==> src/hw/coap_pkg.sv <==
// Constants for the cyclic output assembly parser
package coap_pkg;
	// Assembly formats
	localparam logic [7:0] FMT_FULL_ID   = 8'h79;
	localparam logic [7:0] FMT_ENTRY_ID  = 8'h7A;
	localparam logic [8:0] FULL_MAX_LEN  = 9'h106;
	localparam logic [8:0] ENTRY_MAX_LEN = 9'h105;
	// Field positions in full-control byte numbering
	localparam logic [8:0] POS_CTRL      = 9'h000;
	localparam logic [8:0] POS_FRAG_NUM  = 9'h001;
	localparam logic [8:0] POS_FRAG_REM  = 9'h002;
	localparam logic [8:0] POS_FRAG_SIZE = 9'h003;
	localparam logic [8:0] POS_FLAGS     = 9'h004;
	localparam logic [8:0] POS_LEN_LO    = 9'h005;
	localparam logic [8:0] POS_LEN_HI    = 9'h006;
	localparam logic [8:0] POS_DATA      = 9'h007;
	// Control byte bits
	localparam int CTL_ACT   = 0;
	localparam int CTL_ACK   = 1;
	localparam int CTL_RST   = 2;
	localparam int CTL_EACK  = 3;
	localparam int CTL_STBY  = 4;
	// Flag byte bits
	localparam int FLG_NEW_DATA  = 0;
	localparam int FLG_NEW_ENTRY = 1;
	// Register byte offsets
	localparam logic [3:0] REG_CFG   = 4'h0;
	localparam logic [3:0] REG_STAT  = 4'h4;
	localparam logic [3:0] REG_FRAG  = 4'h8;
	localparam logic [3:0] REG_ENTRY = 4'hC;
	// Configuration fields and reset values
	localparam int CFG_FMT_BIT = 0;
	localparam int CFG_ACK_BIT = 1;
	localparam int CFG_LEN_LSB = 8;
	localparam logic [8:0] CFG_LEN_RST = 9'h007;
	localparam int STAT_ERR_BIT = 2;
endpackage : coap_pkg

==> src/hw/coap_parser.sv <==
// Cyclic output assembly parser with Avalon-MM register slave
//
// Added by the designer: the Avalon-MM slave port and the register addresses.
`timescale 1ns/1ps
// Function
// - Full-control format accepted at any length from 1 to 262 bytes.
// - Entry-only format accepted at any length from 1 to 261 bytes.
// - Full format byte 0: activation, ack, data reset, error ack, standby.
// - Full format bytes 1-3 fragment fields; byte 4 new-entry and new-data flags.
// - Full format bytes 5-6 entry length low/high; data bytes 7 to 261.
// - Entry-only format: no control byte; bytes 0-2 fragments, byte 3 flags.
// - Entry-only bytes 4-5 entry length; data bytes 6 to 260.
// - Length fixed at configuration; any length within format limits accepted.
// - Toggle flags act only on transitions, never on steady level.
// - Activation rise opens reading gate, fall closes it.
// - Data acknowledgement honoured only in acknowledged handshake mode.
// - Data reset discards stored results and clears the input data area.
module coap_parser (
	// Clock, reset, enable
	input  wire logic        I_CLOCK,
	input  wire logic        I_RST_N,
	input  wire logic        I_CE,
	// Assembly byte stream
	input  wire logic        I_RX_VALID,
	input  wire logic [7:0]  I_RX_DATA,
	input  wire logic        I_RX_LAST,
	// Avalon-MM slave
	input  wire logic [3:0]  I_AVS_ADDRESS,
	input  wire logic        I_AVS_READ,
	input  wire logic        I_AVS_WRITE,
	input  wire logic [31:0] I_AVS_WRITEDATA,
	output logic [31:0]      O_AVS_READDATA,
	output logic             O_AVS_WAITREQUEST,
	// Device controls
	output logic             O_GATE_OPEN,
	output logic             O_STANDBY,
	output logic             O_ACK_PULSE,
	output logic             O_DATA_RESET,
	output logic             O_ERROR_ACK,
	output logic             O_NEW_ENTRY,
	output logic             O_FRAME_DONE,
	// Entry data out
	output logic             O_ENTRY_VALID,
	output logic [7:0]       O_ENTRY_DATA,
	output logic [7:0]       O_ENTRY_INDEX
);
	import coap_pkg::*;
	// Configuration and status state
	logic        fmt_entry_reg, fmt_entry_next;
	logic        ack_mode_reg, ack_mode_next;
	logic [8:0]  len_reg, len_next;
	logic        err_reg, err_next;
	logic [8:0]  idx_reg, idx_next;
	logic [4:0]  ctl_prev_reg, ctl_prev_next;
	logic        ne_prev_reg, ne_prev_next;
	logic [7:0]  frag_num_reg, frag_num_next;
	logic [7:0]  frag_rem_reg, frag_rem_next;
	logic [7:0]  frag_size_reg, frag_size_next;
	logic [1:0]  flags_reg, flags_next;
	logic [15:0] entry_len_reg, entry_len_next;
	logic [7:0]  entry_cnt_reg, entry_cnt_next;
	// Output state
	logic        gate_reg, gate_next, stby_reg, stby_next;
	logic        ack_reg, ack_next, drst_reg, drst_next, eack_reg, eack_next;
	logic        newe_reg, newe_next, done_reg, done_next, ev_reg, ev_next;
	logic [7:0]  ed_reg, ed_next;
	logic [7:0]  ei_reg, ei_next;
	logic        wait_reg, wait_next;
	logic [31:0] rdata_reg, rdata_next;
	// Decode helpers
	logic        take, in_len, len_ok, err_set, ctl_take, bus_ack;
	logic [8:0]  max_len, pos;
	always_comb begin
		max_len  = fmt_entry_reg ? ENTRY_MAX_LEN : FULL_MAX_LEN;
		len_ok   = (len_reg != 9'h000) && (len_reg <= max_len);
		take     = I_CE && I_RX_VALID;
		in_len   = len_ok && (idx_reg < len_reg);
		// Entry-only bytes map one place up, onto the full layout
		pos      = fmt_entry_reg ? (idx_reg + 9'h001) : idx_reg;
		ctl_take = take && in_len && !fmt_entry_reg && (pos == POS_CTRL);
		err_set  = take && (!in_len || (I_RX_LAST && (idx_reg != len_reg - 9'h001)));
		bus_ack  = I_CE && (I_AVS_READ || I_AVS_WRITE) && !wait_reg;
	end
	// Stream parsing
	always_comb begin
		idx_next       = idx_reg;
		ctl_prev_next  = ctl_prev_reg;
		ne_prev_next   = ne_prev_reg;
		frag_num_next  = frag_num_reg;
		frag_rem_next  = frag_rem_reg;
		frag_size_next = frag_size_reg;
		flags_next     = flags_reg;
		entry_len_next = entry_len_reg;
		entry_cnt_next = entry_cnt_reg;
		gate_next      = gate_reg;
		stby_next      = stby_reg;
		ack_next       = 1'b0;
		drst_next      = 1'b0;
		eack_next      = 1'b0;
		newe_next      = 1'b0;
		done_next      = 1'b0;
		ev_next        = 1'b0;
		ed_next        = ed_reg;
		ei_next        = ei_reg;
		if (take) begin
			if (I_RX_LAST) begin
				idx_next  = 9'h000;
				done_next = 1'b1;
			end else if (idx_reg != 9'h1FF) begin
				idx_next = idx_reg + 9'h001;
			end
		end
		if (ctl_take) begin
			ctl_prev_next = I_RX_DATA[4:0];
			stby_next     = I_RX_DATA[CTL_STBY];
			if (I_RX_DATA[CTL_ACT] != ctl_prev_reg[CTL_ACT]) begin
				gate_next = I_RX_DATA[CTL_ACT];
			end
			ack_next  = ack_mode_reg && (I_RX_DATA[CTL_ACK] != ctl_prev_reg[CTL_ACK]);
			drst_next = I_RX_DATA[CTL_RST] && !ctl_prev_reg[CTL_RST];
			eack_next = I_RX_DATA[CTL_EACK] && !ctl_prev_reg[CTL_EACK];
		end
		if (take && in_len) begin
			unique case (1'b1)
				pos == POS_FRAG_NUM:  frag_num_next  = I_RX_DATA;
				pos == POS_FRAG_REM:  frag_rem_next  = I_RX_DATA;
				pos == POS_FRAG_SIZE: frag_size_next = I_RX_DATA;
				pos == POS_FLAGS: begin
					flags_next   = I_RX_DATA[1:0];
					ne_prev_next = I_RX_DATA[FLG_NEW_ENTRY];
					newe_next    = I_RX_DATA[FLG_NEW_ENTRY] != ne_prev_reg;
				end
				pos == POS_LEN_LO: entry_len_next[7:0]  = I_RX_DATA;
				pos == POS_LEN_HI: entry_len_next[15:8] = I_RX_DATA;
				pos >= POS_DATA: begin
					ev_next        = 1'b1;
					ed_next        = I_RX_DATA;
					ei_next        = 8'(pos - POS_DATA);
					entry_cnt_next = 8'(pos - POS_DATA + 9'h001);
				end
				default: ;
			endcase
		end
		if (drst_next) begin
			frag_num_next  = 8'h00;
			frag_rem_next  = 8'h00;
			frag_size_next = 8'h00;
			flags_next     = 2'h0;
			entry_len_next = 16'h0000;
			entry_cnt_next = 8'h00;
		end
	end
	// Register slave
	always_comb begin
		fmt_entry_next = fmt_entry_reg;
		ack_mode_next  = ack_mode_reg;
		len_next       = len_reg;
		err_next       = err_reg;
		rdata_next     = rdata_reg;
		wait_next      = wait_reg;
		if (I_CE) begin
			wait_next = !((I_AVS_READ || I_AVS_WRITE) && wait_reg);
		end
		if (I_CE && I_AVS_READ && wait_reg) begin
			unique case (I_AVS_ADDRESS)
				REG_CFG:   rdata_next = {15'h0000, len_reg, 6'h00, ack_mode_reg, fmt_entry_reg};
				REG_STAT:  rdata_next = {16'h0000, entry_cnt_reg, 5'h00, err_reg, stby_reg,
					gate_reg};
				REG_FRAG:  rdata_next = {6'h00, flags_reg, frag_size_reg, frag_rem_reg,
					frag_num_reg};
				REG_ENTRY: rdata_next = {16'h0000, entry_len_reg};
				default:   rdata_next = 32'h0000_0000;
			endcase
		end
		if (bus_ack && I_AVS_WRITE) begin
			if (I_AVS_ADDRESS == REG_CFG) begin
				fmt_entry_next = I_AVS_WRITEDATA[CFG_FMT_BIT];
				ack_mode_next  = I_AVS_WRITEDATA[CFG_ACK_BIT];
				len_next       = I_AVS_WRITEDATA[CFG_LEN_LSB +: 9];
			end else if (I_AVS_ADDRESS == REG_STAT && I_AVS_WRITEDATA[STAT_ERR_BIT]) begin
				err_next = 1'b0;
			end
		end
		if (err_set) begin
			err_next = 1'b1;
		end
	end
	always_ff @(posedge I_CLOCK or negedge I_RST_N) begin
		if (!I_RST_N) begin
			fmt_entry_reg <= 1'b0;
			ack_mode_reg  <= 1'b0;
			len_reg       <= CFG_LEN_RST;
			err_reg       <= 1'b0;
			idx_reg       <= 9'h000;
			ctl_prev_reg  <= 5'h00;
			ne_prev_reg   <= 1'b0;
			frag_num_reg  <= 8'h00;
			frag_rem_reg  <= 8'h00;
			frag_size_reg <= 8'h00;
			flags_reg     <= 2'h0;
			entry_len_reg <= 16'h0000;
			entry_cnt_reg <= 8'h00;
			gate_reg      <= 1'b0;
			stby_reg      <= 1'b0;
			ack_reg       <= 1'b0;
			drst_reg      <= 1'b0;
			eack_reg      <= 1'b0;
			newe_reg      <= 1'b0;
			done_reg      <= 1'b0;
			ev_reg        <= 1'b0;
			ed_reg        <= 8'h00;
			ei_reg        <= 8'h00;
			wait_reg      <= 1'b1;
			rdata_reg     <= 32'h0000_0000;
		end else if (I_CE) begin
			fmt_entry_reg <= fmt_entry_next;
			ack_mode_reg  <= ack_mode_next;
			len_reg       <= len_next;
			err_reg       <= err_next;
			idx_reg       <= idx_next;
			ctl_prev_reg  <= ctl_prev_next;
			ne_prev_reg   <= ne_prev_next;
			frag_num_reg  <= frag_num_next;
			frag_rem_reg  <= frag_rem_next;
			frag_size_reg <= frag_size_next;
			flags_reg     <= flags_next;
			entry_len_reg <= entry_len_next;
			entry_cnt_reg <= entry_cnt_next;
			gate_reg      <= gate_next;
			stby_reg      <= stby_next;
			ack_reg       <= ack_next;
			drst_reg      <= drst_next;
			eack_reg      <= eack_next;
			newe_reg      <= newe_next;
			done_reg      <= done_next;
			ev_reg        <= ev_next;
			ed_reg        <= ed_next;
			ei_reg        <= ei_next;
			wait_reg      <= wait_next;
			rdata_reg     <= rdata_next;
		end
	end
	assign O_AVS_READDATA    = rdata_reg;
	assign O_AVS_WAITREQUEST = wait_reg;
	assign O_GATE_OPEN       = gate_reg;
	assign O_STANDBY         = stby_reg;
	assign O_ACK_PULSE       = ack_reg;
	assign O_DATA_RESET      = drst_reg;
	assign O_ERROR_ACK       = eack_reg;
	assign O_NEW_ENTRY       = newe_reg;
	assign O_FRAME_DONE      = done_reg;
	assign O_ENTRY_VALID     = ev_reg;
	assign O_ENTRY_DATA      = ed_reg;
	assign O_ENTRY_INDEX     = ei_reg;
endmodule : coap_parser

==> config.mk <==
export PLATFORM = sky130hd
export DESIGN_NAME = coap_parser
export DESIGN_NICKNAME = d
export VERILOG_FILES = /design/src/hw/coap_pkg.sv /design/src/hw/coap_parser.sv
export SDC_FILE = /design/constraint.sdc
export NUM_CORES = 1
export LEC_CHECK = 0
export BUFFER_PORTS_ARGS = -buffer_cell sky130_fd_sc_hd__buf_2
export CORE_ASPECT_RATIO = 0.8
export CORE_MARGIN = 2
export CORE_UTILIZATION = 57
export DETAILED_ROUTE_END_ITERATION = 10
export GPL_ROUTABILITY_DRIVEN = 0
export PLACE_DENSITY = 0.92
export SETUP_SLACK_MARGIN = 0.1
export SLEW_MARGIN = 20
export SYNTH_ARGS = -nofsm -noshare
export SYNTH_HDL_FRONTEND = slang
export SYNTH_SLANG_ARGS = --single-unit
==> constraint.sdc <==
create_clock -name I_CLOCK -period 4 [get_ports I_CLOCK]
set_input_delay 1 -clock I_CLOCK [delete_from_list [all_inputs] [get_ports I_CLOCK]]
set_output_delay 1 -clock I_CLOCK [all_outputs]
set_load 0.01 [all_outputs]
==> flow_summary_export.csv, run 1 <==
group,metric,value,unit
cts,ctsHoldBuffers,0,
synth,syn-instance-count,692,
global_routing,grt_pass1_vias,5622,
setup_path,cp.arrival,3.83,ns
cts,cts_setup_buffers,0,
setup_path,setup.worst_path.start_class,"register",
setup_path,reg2reg_to,"entry_cnt_reg[7]",
routing,viasPerCell,6.24,
synth,syn_area,6780,sq um
cts,cts.repair.resized,0,
run_status,status,"finished clean",
global_routing,grtUsageMet3,6.92,%
floorplanning,core-area,11600,sq um
routing,drt_iter0_drc,774,
power,power.density,529,nW/um^2
synth,netlist_top_cells_area,"dfrtp_1 45%, mux2i_1 6.9%, nand2_1 5.3%",
timing,fmax,286,MHz
setup_path,critPathRequiredTime,4.33,ns
synth,syn_area_per_cell,9.79,sq um
floorplanning,ios,108,
floorplanning,die_x,126,microns
cts,clock_latency,0.42,ns
final_layout,fin_nets,838,
setup_path,setup.worst_path.class,"register to register",
min_path,hp-class,"register to register",
global_routing,grtUsageMet1,39.9,%
global_routing,overflow,0,
global_routing,gr-usage-all-layers,29.3,%
final_layout,final_common_cell,"dfrtp_1",
global_routing,grt_pass1_wl,29.0,mm
global_routing,grt_max_degree,53,
cts,path_clk_slew,0.06,ns
floorplanning,row_count,35,
cts,cts.path.max_buffers,2,
routing,wire_per_inst,19.7,microns
final_layout,largest_register_ff_count,26,
setup_path,rrSetupSlack,0.50,ns
synth,synthFlopType,"dfrtp_1",
setup_path,timing.rr.start,"fmt_entry_reg",
synth,yosysTopAreaCell,"dfrtp_1",
final_layout,n_antenna_cell,0,
timing,setup_viol,0,
timing,finalCriticalPeriod,3.50,ns
min_path,hold_start,"O_AVS_READDATA[4]",
timing,slew_headroom,44.8,%
place,dp_hpwl,11.8,mm
global_routing,antenna_found_initial,0,
global_routing,grtUsageMet2,46.1,%
routing,vias,5795,
cts,cts_buffers,17,
run,maxCapViolations,0,
final_layout,most-common-layout-cells,"123 x dfrtp_1, 96 x nand2_1, 80 x buf_2, 70 x nor2_1, 59 x o21ai_0",
timing,slew_viol_final,0,
routing,wl,18.3,mm
power,leakage,4.17,nW
timing,tns,0,ns
cts,cts_tree,"built",
synth,seq_area_frac_synth,47.0,%
routing,dr.pass1.iters,6,
setup_path,crit_path_max_fanout,17,
setup_path,cp-end-kind,"register",
routing,drc,0,
floorplanning,start_util,58.6,%
global_routing,top_usage_layer,"met2",
cts,htreeDepth,4,
final_layout,drive_above_1_share,21.2,%
cts,cts_sinks,127,
synth,synth-edff-count,0,
timing,rsz0062_at_grt,"no",
timing,finClkSkew,0.00943,ns
synth,synth_seq_cells,127,
final_layout,fill_cells,815,
timing,fin_crit_sh,87.5,%
setup_path,reg2regPathDepth,10,
place,numPortBuffers,81,
power,vdd.ir_drop.worst,357,uV
min_path,hold_depth,2,
routing,antenna_left,0,
synth,synth_cell_type_count,66,
synth,synthArstFlopShare,100,%
min_path,worstHoldEndpoint,"O_AVS_READDATA[4]",
timing,hold_violations,0,
timing,timing.hold.ws,0.474,ns
synth,synth_warnings,0,
cts,root_buffer,"clkbuf_16",
timing,tightestPinTransition,0.827,ns
synth,synth_top_area_share,45.4,%
floorplanning,dieHeight,102,microns
floorplanning,fp.dieArea,12800,sq um
final_layout,syn_to_final_growth,18.1,%
[worst max path at each step]
stage	slack (ns)	startpoint	depth (start not counted)	end
after floorplan	0.98	fmt_entry_reg	12	entry_cnt_reg[7]
after global placement	0.70	fmt_entry_reg	10	entry_cnt_reg[7]
after detailed placement	0.62	fmt_entry_reg	10	entry_cnt_reg[7]
after CTS	0.53	fmt_entry_reg	10	entry_cnt_reg[7]
after global routing	0.26	fmt_entry_reg	10	entry_cnt_reg[7]
final	0.50	fmt_entry_reg	10	entry_cnt_reg[7]
[area by class of cell]
type | instances | area [sq um] | area share (%)
flip-flops and latches | 127 | 3180 | 39.8
repair buffers | 98 | 561 | 7.00
inverters | 23 | 86.3 | 1.08
multi-input cells | 500 | 3300 | 41.3
clock buffers | 19 | 453 | 5.66
clock inverters | 13 | 231 | 2.89
well taps | 148 | 185 | 2.31
[synth_stat cells (2+ instances only)]
library cell and instances:
o211ai_1 3, nand2b_1 5, nor2_1 71, buf_6 2, dfstp_2 4, a222oi_1 2, nor3_1 13, a22oi_1 6
nand3_1 9, a211o_1 2, dfrtp_1 123, o21a_1 4, nor2b_1 2, a21o_1 5, o31ai_1 3, a221oi_1 10
nand3_2 5, o21ai_0 59, mux2_2 12, inv_1 22, nor3b_1 4, a31oi_1 2, a21oi_1 10, a211oi_1 2
nand4_1 5, nand4b_1 3, xor2_1 17, clkbuf_1 26, buf_4 10, nor4b_2 2, buf_2 9, ha_1 20
nand2_1 96, nand3b_1 3, o22ai_1 2, a41oi_1 3, xnor2_1 15, nor4_1 3, a22o_1 13, and2_1 2
mux2i_1 47, o2bb2ai_1 3, and3_1 10
[per-layer routing]
layer  up-vias  part of all wire, %
met3        57                  9.7
li1       2566                    -
met5         -                    0
met4         0                  2.7
met2       337                   47
met1      2835                   41
[through the flow]
step / worst slack (ns) / total power [mW] / instances / cell area, sq um / utilization (%)
6_report: 0.498 / 4.23 / 928 / 8000 / 69.2
5_1_grt: 0.259 / 4.40 / 928 / 8000 / 69.2
4_1_cts: 0.528 / 4.22 / 928 / 8000 / 69.2
3_5_place_dp: 0.624 / 2.41 / 896 / 7320 / 63.3
3_3_place_gp: 0.702 / 2.36 / 896 / 7320 / 63.3
2_1_floorplan: 0.979 / 2.12 / 697 / 6800 / -
[cells by family (layout without fill, tap and decap cells)]
group | Yosys count | in the layout | synth area share [%]
DFF | 127 | 127 | 47.0
and+or+nand+nor | 241 | 241 | 17.0
muxes | 59 | 59 | 8.94
AOI/OAI and AO/OA | 142 | 142 | 14.4
other | 1 | 6 | 0.0553
adders and majority gates | 20 | 20 | 3.69
buffers and inverters | 70 | 153 | 4.82
xor gates and xnor gates | 32 | 32 | 4.14
[power by group]
part	switching [mW]	internal, mW
combinational	0.431	0.309
sequential	0.197	1.50
clock	0.595	1.20
total	1.22	3.01
[worst max-delay path: stages, from the launching register on]
cell	delay [ns]
dfrtp_1	0.73
mux2i_1	0.46
inv_1	0.18
ha_1	0.34
xnor2_1	0.36
xnor2_1	0.18
a31oi_1	0.16
a2111oi_4	0.43
nand4b_1	0.15
xor2_1	0.18
a211oi_2	0.23
Note: power is estimated with default switching activity, not from simulation.
==> inputs of run 2 (changes only) <==
--- a/config.mk
+++ b/config.mk
@@ -11,7 +11,7 @@
 export CORE_UTILIZATION = 57
 export DETAILED_ROUTE_END_ITERATION = 10
 export GPL_ROUTABILITY_DRIVEN = 0
-export PLACE_DENSITY = 0.92
+export PLACE_DENSITY = 0.84
 export SETUP_SLACK_MARGIN = 0.1
 export SLEW_MARGIN = 20
 export SYNTH_ARGS = -nofsm -noshare
==> flow_summary_export.csv, run 2 (same netlist as run 1, synthesis figures left out) <==
group,metric,value,unit
cts,cts.path.max_buffers,2,
final_layout,final_common_cell,"dfrtp_1",
place,placedCellCount,897,
setup_path,critical_path.cell_chain,"ha_1, mux2i_1, inv_1, ha_1, xnor2_1, xnor2_1, a31oi_1, a2111oi_4, nand4b_1, xor2_1, a211oi_2",
min_path,hp-class,"register to register",
routing,viasPerCell,6.16,
setup_path,critPathRequiredTime,4.34,ns
final_layout,most-common-layout-cells,"123 x dfrtp_1, 96 x nand2_1, 80 x buf_2, 70 x nor2_1, 59 x o21ai_0",
setup_path,max_stage_delay,0.61,ns
setup_path,slowest_stage,"dfrtp_1",
routing,wl,17.7,mm
floorplanning,core-area,11600,sq um
timing,timing.hold.ws,0.470,ns
routing,antenna_left,0,
routing,vias,5721,
routing,wire_per_inst,19.1,microns
timing,tns,0,ns
setup_path,cp.arrival,3.87,ns
setup_path,cp-end-kind,"register",
final_layout,fin_nets,839,
timing,slew_viol_final,0,
timing,tightestPinTransition,1.10,ns
power,internal_power,2.88,mW
final_layout,drive_above_1_share,21.3,%
cts,cts.repair.resized,0,
final_layout,fin_cells,929,
floorplanning,ios,108,
timing,hold_violations,0,
routing,dr.pass1.iters,5,
power,total_power,4.07,mW
cts,ctsHoldBuffers,0,
cts,cts_sinks,127,
cts,root_buffer,"clkbuf_16",
power,comb_power_share,17.6,%
floorplanning,dieHeight,102,microns
power,vdd.ir_drop.worst,483,uV
cts,cts_tree,"built",
floorplanning,start_util,58.6,%
global_routing,grt_pass1_vias,5582,
global_routing,overflow,0,
final_layout,syn_to_final_growth,17.2,%
setup_path,crit_path_max_fanout,13,
global_routing,antenna_found_initial,0,
timing,finalCriticalPeriod,3.54,ns
timing,fmax,283,MHz
timing,setup_viol,0,
power,p_sw,1.19,mW
floorplanning,fp.dieArea,12800,sq um
cts,cts_buffers,17,
timing,rsz0062_at_grt,"no",
timing,fin_crit_sh,88.4,%
power,power.density,512,nW/um^2
place,numPortBuffers,81,
timing,finalWorstSetupSlack,0.464,ns
power,pwr-share-clk,40.7,%
global_routing,grt_pass1_wl,29.0,mm
global_routing,grt_max_degree,72,
run,maxCapViolations,0,
timing,finClkSkew,0.00664,ns
timing,slew_headroom,26.5,%
place,pre_cts_ws,0.609,ns
setup_path,setup.worst_path.class,"register to register",
run_status,status,"finished clean",
power,p_sw_share,29.3,%
place,dp_hpwl,12.1,mm
setup_path,path_buf_inv,1,
floorplanning,row_count,35,
final_layout,n_antenna_cell,0,
setup_path,setup.worst_path.start_class,"register",
global_routing,gr-usage-all-layers,29.1,%
setup_path,crit_family,"compound AO/OA/AOI/OAI gates",
floorplanning,die_x,126,microns
power,leakage,4.14,nW
routing,drc,0,
cts,clock_latency,0.42,ns
cts,path_clk_slew,0.06,ns
power,seqPwrFrac,41.7,%
routing,drt_iter0_drc,529,
final_layout,largest_register_ff_count,26,
cts,htreeDepth,4,
cts,cts_setup_buffers,0,
[run 2: final cells by class]
class                   count  area [sq um]
repair buffers             99           543
clock inverters            13           186
multi-input cells         500          3300
flip-flops and latches    127          3180
fillers                   844          3620
clock buffers              19           453
inverters                  23          86.3
well taps                 148           185
[run 2: power by group through the flow]
stage | Clock [mW] | Combinational, mW | Sequential [mW]
2_1_floorplan | 0 | 0.460 | 1.66
3_3_place_gp | 0 | 0.666 | 1.68
3_5_place_dp | 0 | 0.702 | 1.70
4_1_cts | 1.66 | 0.717 | 1.68
5_1_grt | 1.72 | 0.798 | 1.72
6_report | 1.66 | 0.716 | 1.69
[run 2: metrics by stage]
step                      cell area (sq um)  utilization (%)
after floorplan                        6800                -
after global placement                 7300             63.1
after detailed placement               7300             63.1
after CTS                              7940             68.7
after global routing                   7940             68.7
final                                  7940             68.7
[run 2: final timing paths]
path | from | endpoint | slack [ns] | cells past startpoint
worst min-delay path | O_AVS_READDATA[12] | O_AVS_READDATA[12] | 0.47 | 2
max in group asynchronous | I_RST_N | O_AVS_READDATA[3] | 2.48 | 2
worst min register to register | O_AVS_READDATA[12] | O_AVS_READDATA[12] | 0.47 | 2
min in group asynchronous | I_RST_N | idx_reg[3] | 0.70 | 1
worst max-delay path | idx_reg[0] | entry_cnt_reg[7] | 0.46 | 11
worst max register to register | idx_reg[0] | entry_cnt_reg[7] | 0.46 | 11
[run 2: worst register-to-register path, cell delays in order, from the launching register on]
cell       delay [ns]
dfrtp_1          0.61
ha_1             0.33
mux2i_1          0.38
inv_1            0.16
ha_1             0.33
xnor2_1          0.36
xnor2_1          0.16
a31oi_1          0.16
a2111oi_4        0.40
nand4b_1         0.16
xor2_1           0.18
a211oi_2         0.22
[run 2: metal layers]
metal / global-route usage, % / up-vias / part of all wire, %
met5: 0 / - / 0
met4: 11.2 / 0 / 2.7
met3: 6.55 / 55 / 9.4
met2: 46.3 / 283 / 46
met1: 39.5 / 2799 / 42
li1: - / 2584 / -
==> inputs of run 3 (changes only) <==
--- a/config.mk
+++ b/config.mk
@@ -7,7 +7,6 @@
 export LEC_CHECK = 0
 export BUFFER_PORTS_ARGS = -buffer_cell sky130_fd_sc_hd__buf_2
 export CORE_ASPECT_RATIO = 0.8
-export CORE_MARGIN = 2
 export CORE_UTILIZATION = 57
 export DETAILED_ROUTE_END_ITERATION = 10
 export GPL_ROUTABILITY_DRIVEN = 0
==> flow_summary_export.csv, run 3 (same netlist as run 1, synthesis figures left out) <==
group,metric,value,unit
run_status,status,"finished clean",
setup_path,setup.worst_path.class,"register to register",
cts,path_clk_slew,0.06,ns
floorplanning,dieHeight,99.5,microns
cts,clock_latency,0.43,ns
cts,cts_sinks,127,
min_path,hold_depth,2,
routing,dr.pass1.iters,6,
setup_path,cp-endpoint,"entry_cnt_reg[6]",
cts,htreeDepth,4,
timing,tns,0,ns
setup_path,path_buf_inv,1,
cts,ctsHoldBuffers,0,
final_layout,fin_nets,837,
setup_path,timing.rr.start,"idx_reg[1]",
final_layout,n_antenna_cell,0,
global_routing,grtUsageMet1,41.5,%
run,maxCapViolations,0,
place,dp_hpwl,12.0,mm
cts,cts.repair.resized,0,
setup_path,reg2reg_to,"entry_cnt_reg[6]",
global_routing,grtUsageMet2,47.6,%
timing,slew_headroom,38.9,%
routing,wire_per_inst,19.1,microns
routing,drt_iter0_drc,502,
setup_path,cp.arrival,3.98,ns
routing,viasPerCell,6.18,
timing,rsz0062_at_grt,"no",
final_layout,drive_above_1_share,20.8,%
cts,root_buffer,"clkbuf_16",
global_routing,overflow,0,
cts,cts.path.max_buffers,2,
setup_path,setup.worst_path.start_class,"register",
power,leakage,4.13,nW
timing,hold_violations,0,
setup_path,reg2regPathDepth,11,
final_layout,most-common-layout-cells,"123 x dfrtp_1, 96 x nand2_1, 80 x buf_2, 70 x nor2_1, 59 x o21ai_0",
timing,fin_crit_sh,93.2,%
cts,cts_tree,"built",
setup_path,cp-end-kind,"register",
cts,cts_setup_buffers,0,
floorplanning,ios,108,
timing,slew_viol_final,0,
global_routing,gr-usage-all-layers,30.7,%
setup_path,max_stage_delay,0.54,ns
routing,antenna_left,0,
floorplanning,row_count,35,
floorplanning,core-area,11600,sq um
power,power.density,509,nW/um^2
floorplanning,fp.dieArea,12300,sq um
place,placedCellCount,895,
cts,cts_buffers,17,
setup_path,crit_family,"compound AO/OA/AOI/OAI gates",
floorplanning,die_x,124,microns
final_layout,final_common_cell,"dfrtp_1",
timing,fmax,268,MHz
routing,drc,0,
timing,finalCriticalPeriod,3.73,ns
timing,setup_viol,0,
timing,finalWorstSetupSlack,0.271,ns
setup_path,critical_path.cell_chain,"ha_2, nand2_1, xor2_1, inv_1, ha_1, a211oi_1, a31o_2, nand4_1, and3_1, o21a_1, a21boi_0",
global_routing,top_usage_layer,"met2",
setup_path,slowest_stage,"dfrtp_1",
global_routing,grtUsageMet3,7.57,%
place,numPortBuffers,81,
floorplanning,start_util,58.6,%
setup_path,cp_num_cells,11,
routing,vias,5726,
timing,finClkSkew,0.00787,ns
timing,tightestPinTransition,0.913,ns
setup_path,critPathLaunch,"idx_reg[1]",
min_path,hp-class,"register to register",
setup_path,critPathRequiredTime,4.25,ns
place,pre_cts_ws,0.300,ns
final_layout,syn_to_final_growth,16.6,%
routing,wl,17.7,mm
power,total_power,4.02,mW
global_routing,grt_pass1_vias,5590,
final_layout,fin_cells,926,
final_layout,largest_register_ff_count,26,
global_routing,grt_max_degree,74,
setup_path,rrSetupSlack,0.27,ns
min_path,hold_start,"O_AVS_READDATA[2]",
power,vdd.ir_drop.worst,390,uV
setup_path,crit_path_max_fanout,18,
global_routing,antenna_found_initial,0,
global_routing,grt_pass1_wl,28.4,mm
final_layout,fill_cells,855,
[run 3: worst min-delay path by stage]
stage	to	slack, ns
finish	O_AVS_READDATA[2]	0.47
global route	O_ENTRY_INDEX[4]	0.49
CTS	O_ENTRY_INDEX[4]	0.48
detailed placement	O_ENTRY_INDEX[4]	0.46
floorplan	err_reg	0.46
global placement	O_AVS_READDATA[14]	0.46
[run 3: worst reg2reg max path: cells and delay by family (launching register included)]
| family | cells | cell delay [ns] |
|---|---|---|
| AO/OA/AOI/OAI | 4 | 0.88 |
| AND/OR/NAND/NOR | 3 | 0.76 |
| buffers and inverters | 1 | 0.23 |
| flip-flops | 1 | 0.54 |
| adder cells (fa/ha/maj) | 2 | 0.74 |
| XOR/XNOR | 1 | 0.41 |
[run 3: cell type report]
cell class                      count  area [sq um]  area share (%)
Inverter                           23          86.3            1.09
Clock inverter                     12           168            2.12
Timing Repair Buffer               97           541            6.84
Clock buffer                       19           433            5.48
Tap cell                          148           185            2.34
Sequential cell                   127          3180            40.3
Multi-Input combinational cell    500          3310            41.8
[run 3: per-layer routing]
metal	part of all wire, %	wire, microns
met3	8.6	1530
met1	42	7400
met4	3.1	550
met2	46	8220
met5	0	0
[run 3: per-stage QoR]
step / cell area [sq um] / utilization (%) / hold WS [ns]
2_1_floorplan: 6800 / - / 0.462
3_3_place_gp: 7300 / 63.1 / 0.456
3_5_place_dp: 7300 / 63.1 / 0.457
4_1_cts: 7900 / 68.3 / 0.477
5_1_grt: 7900 / 68.3 / 0.492
6_report: 7900 / 68.3 / 0.473
[run 3: where the power goes]
part	leakage, nW	switching, mW	internal, mW
combinational	2.15	0.425	0.308
sequential	1.68	0.188	1.50
clock	0.300	0.572	1.03
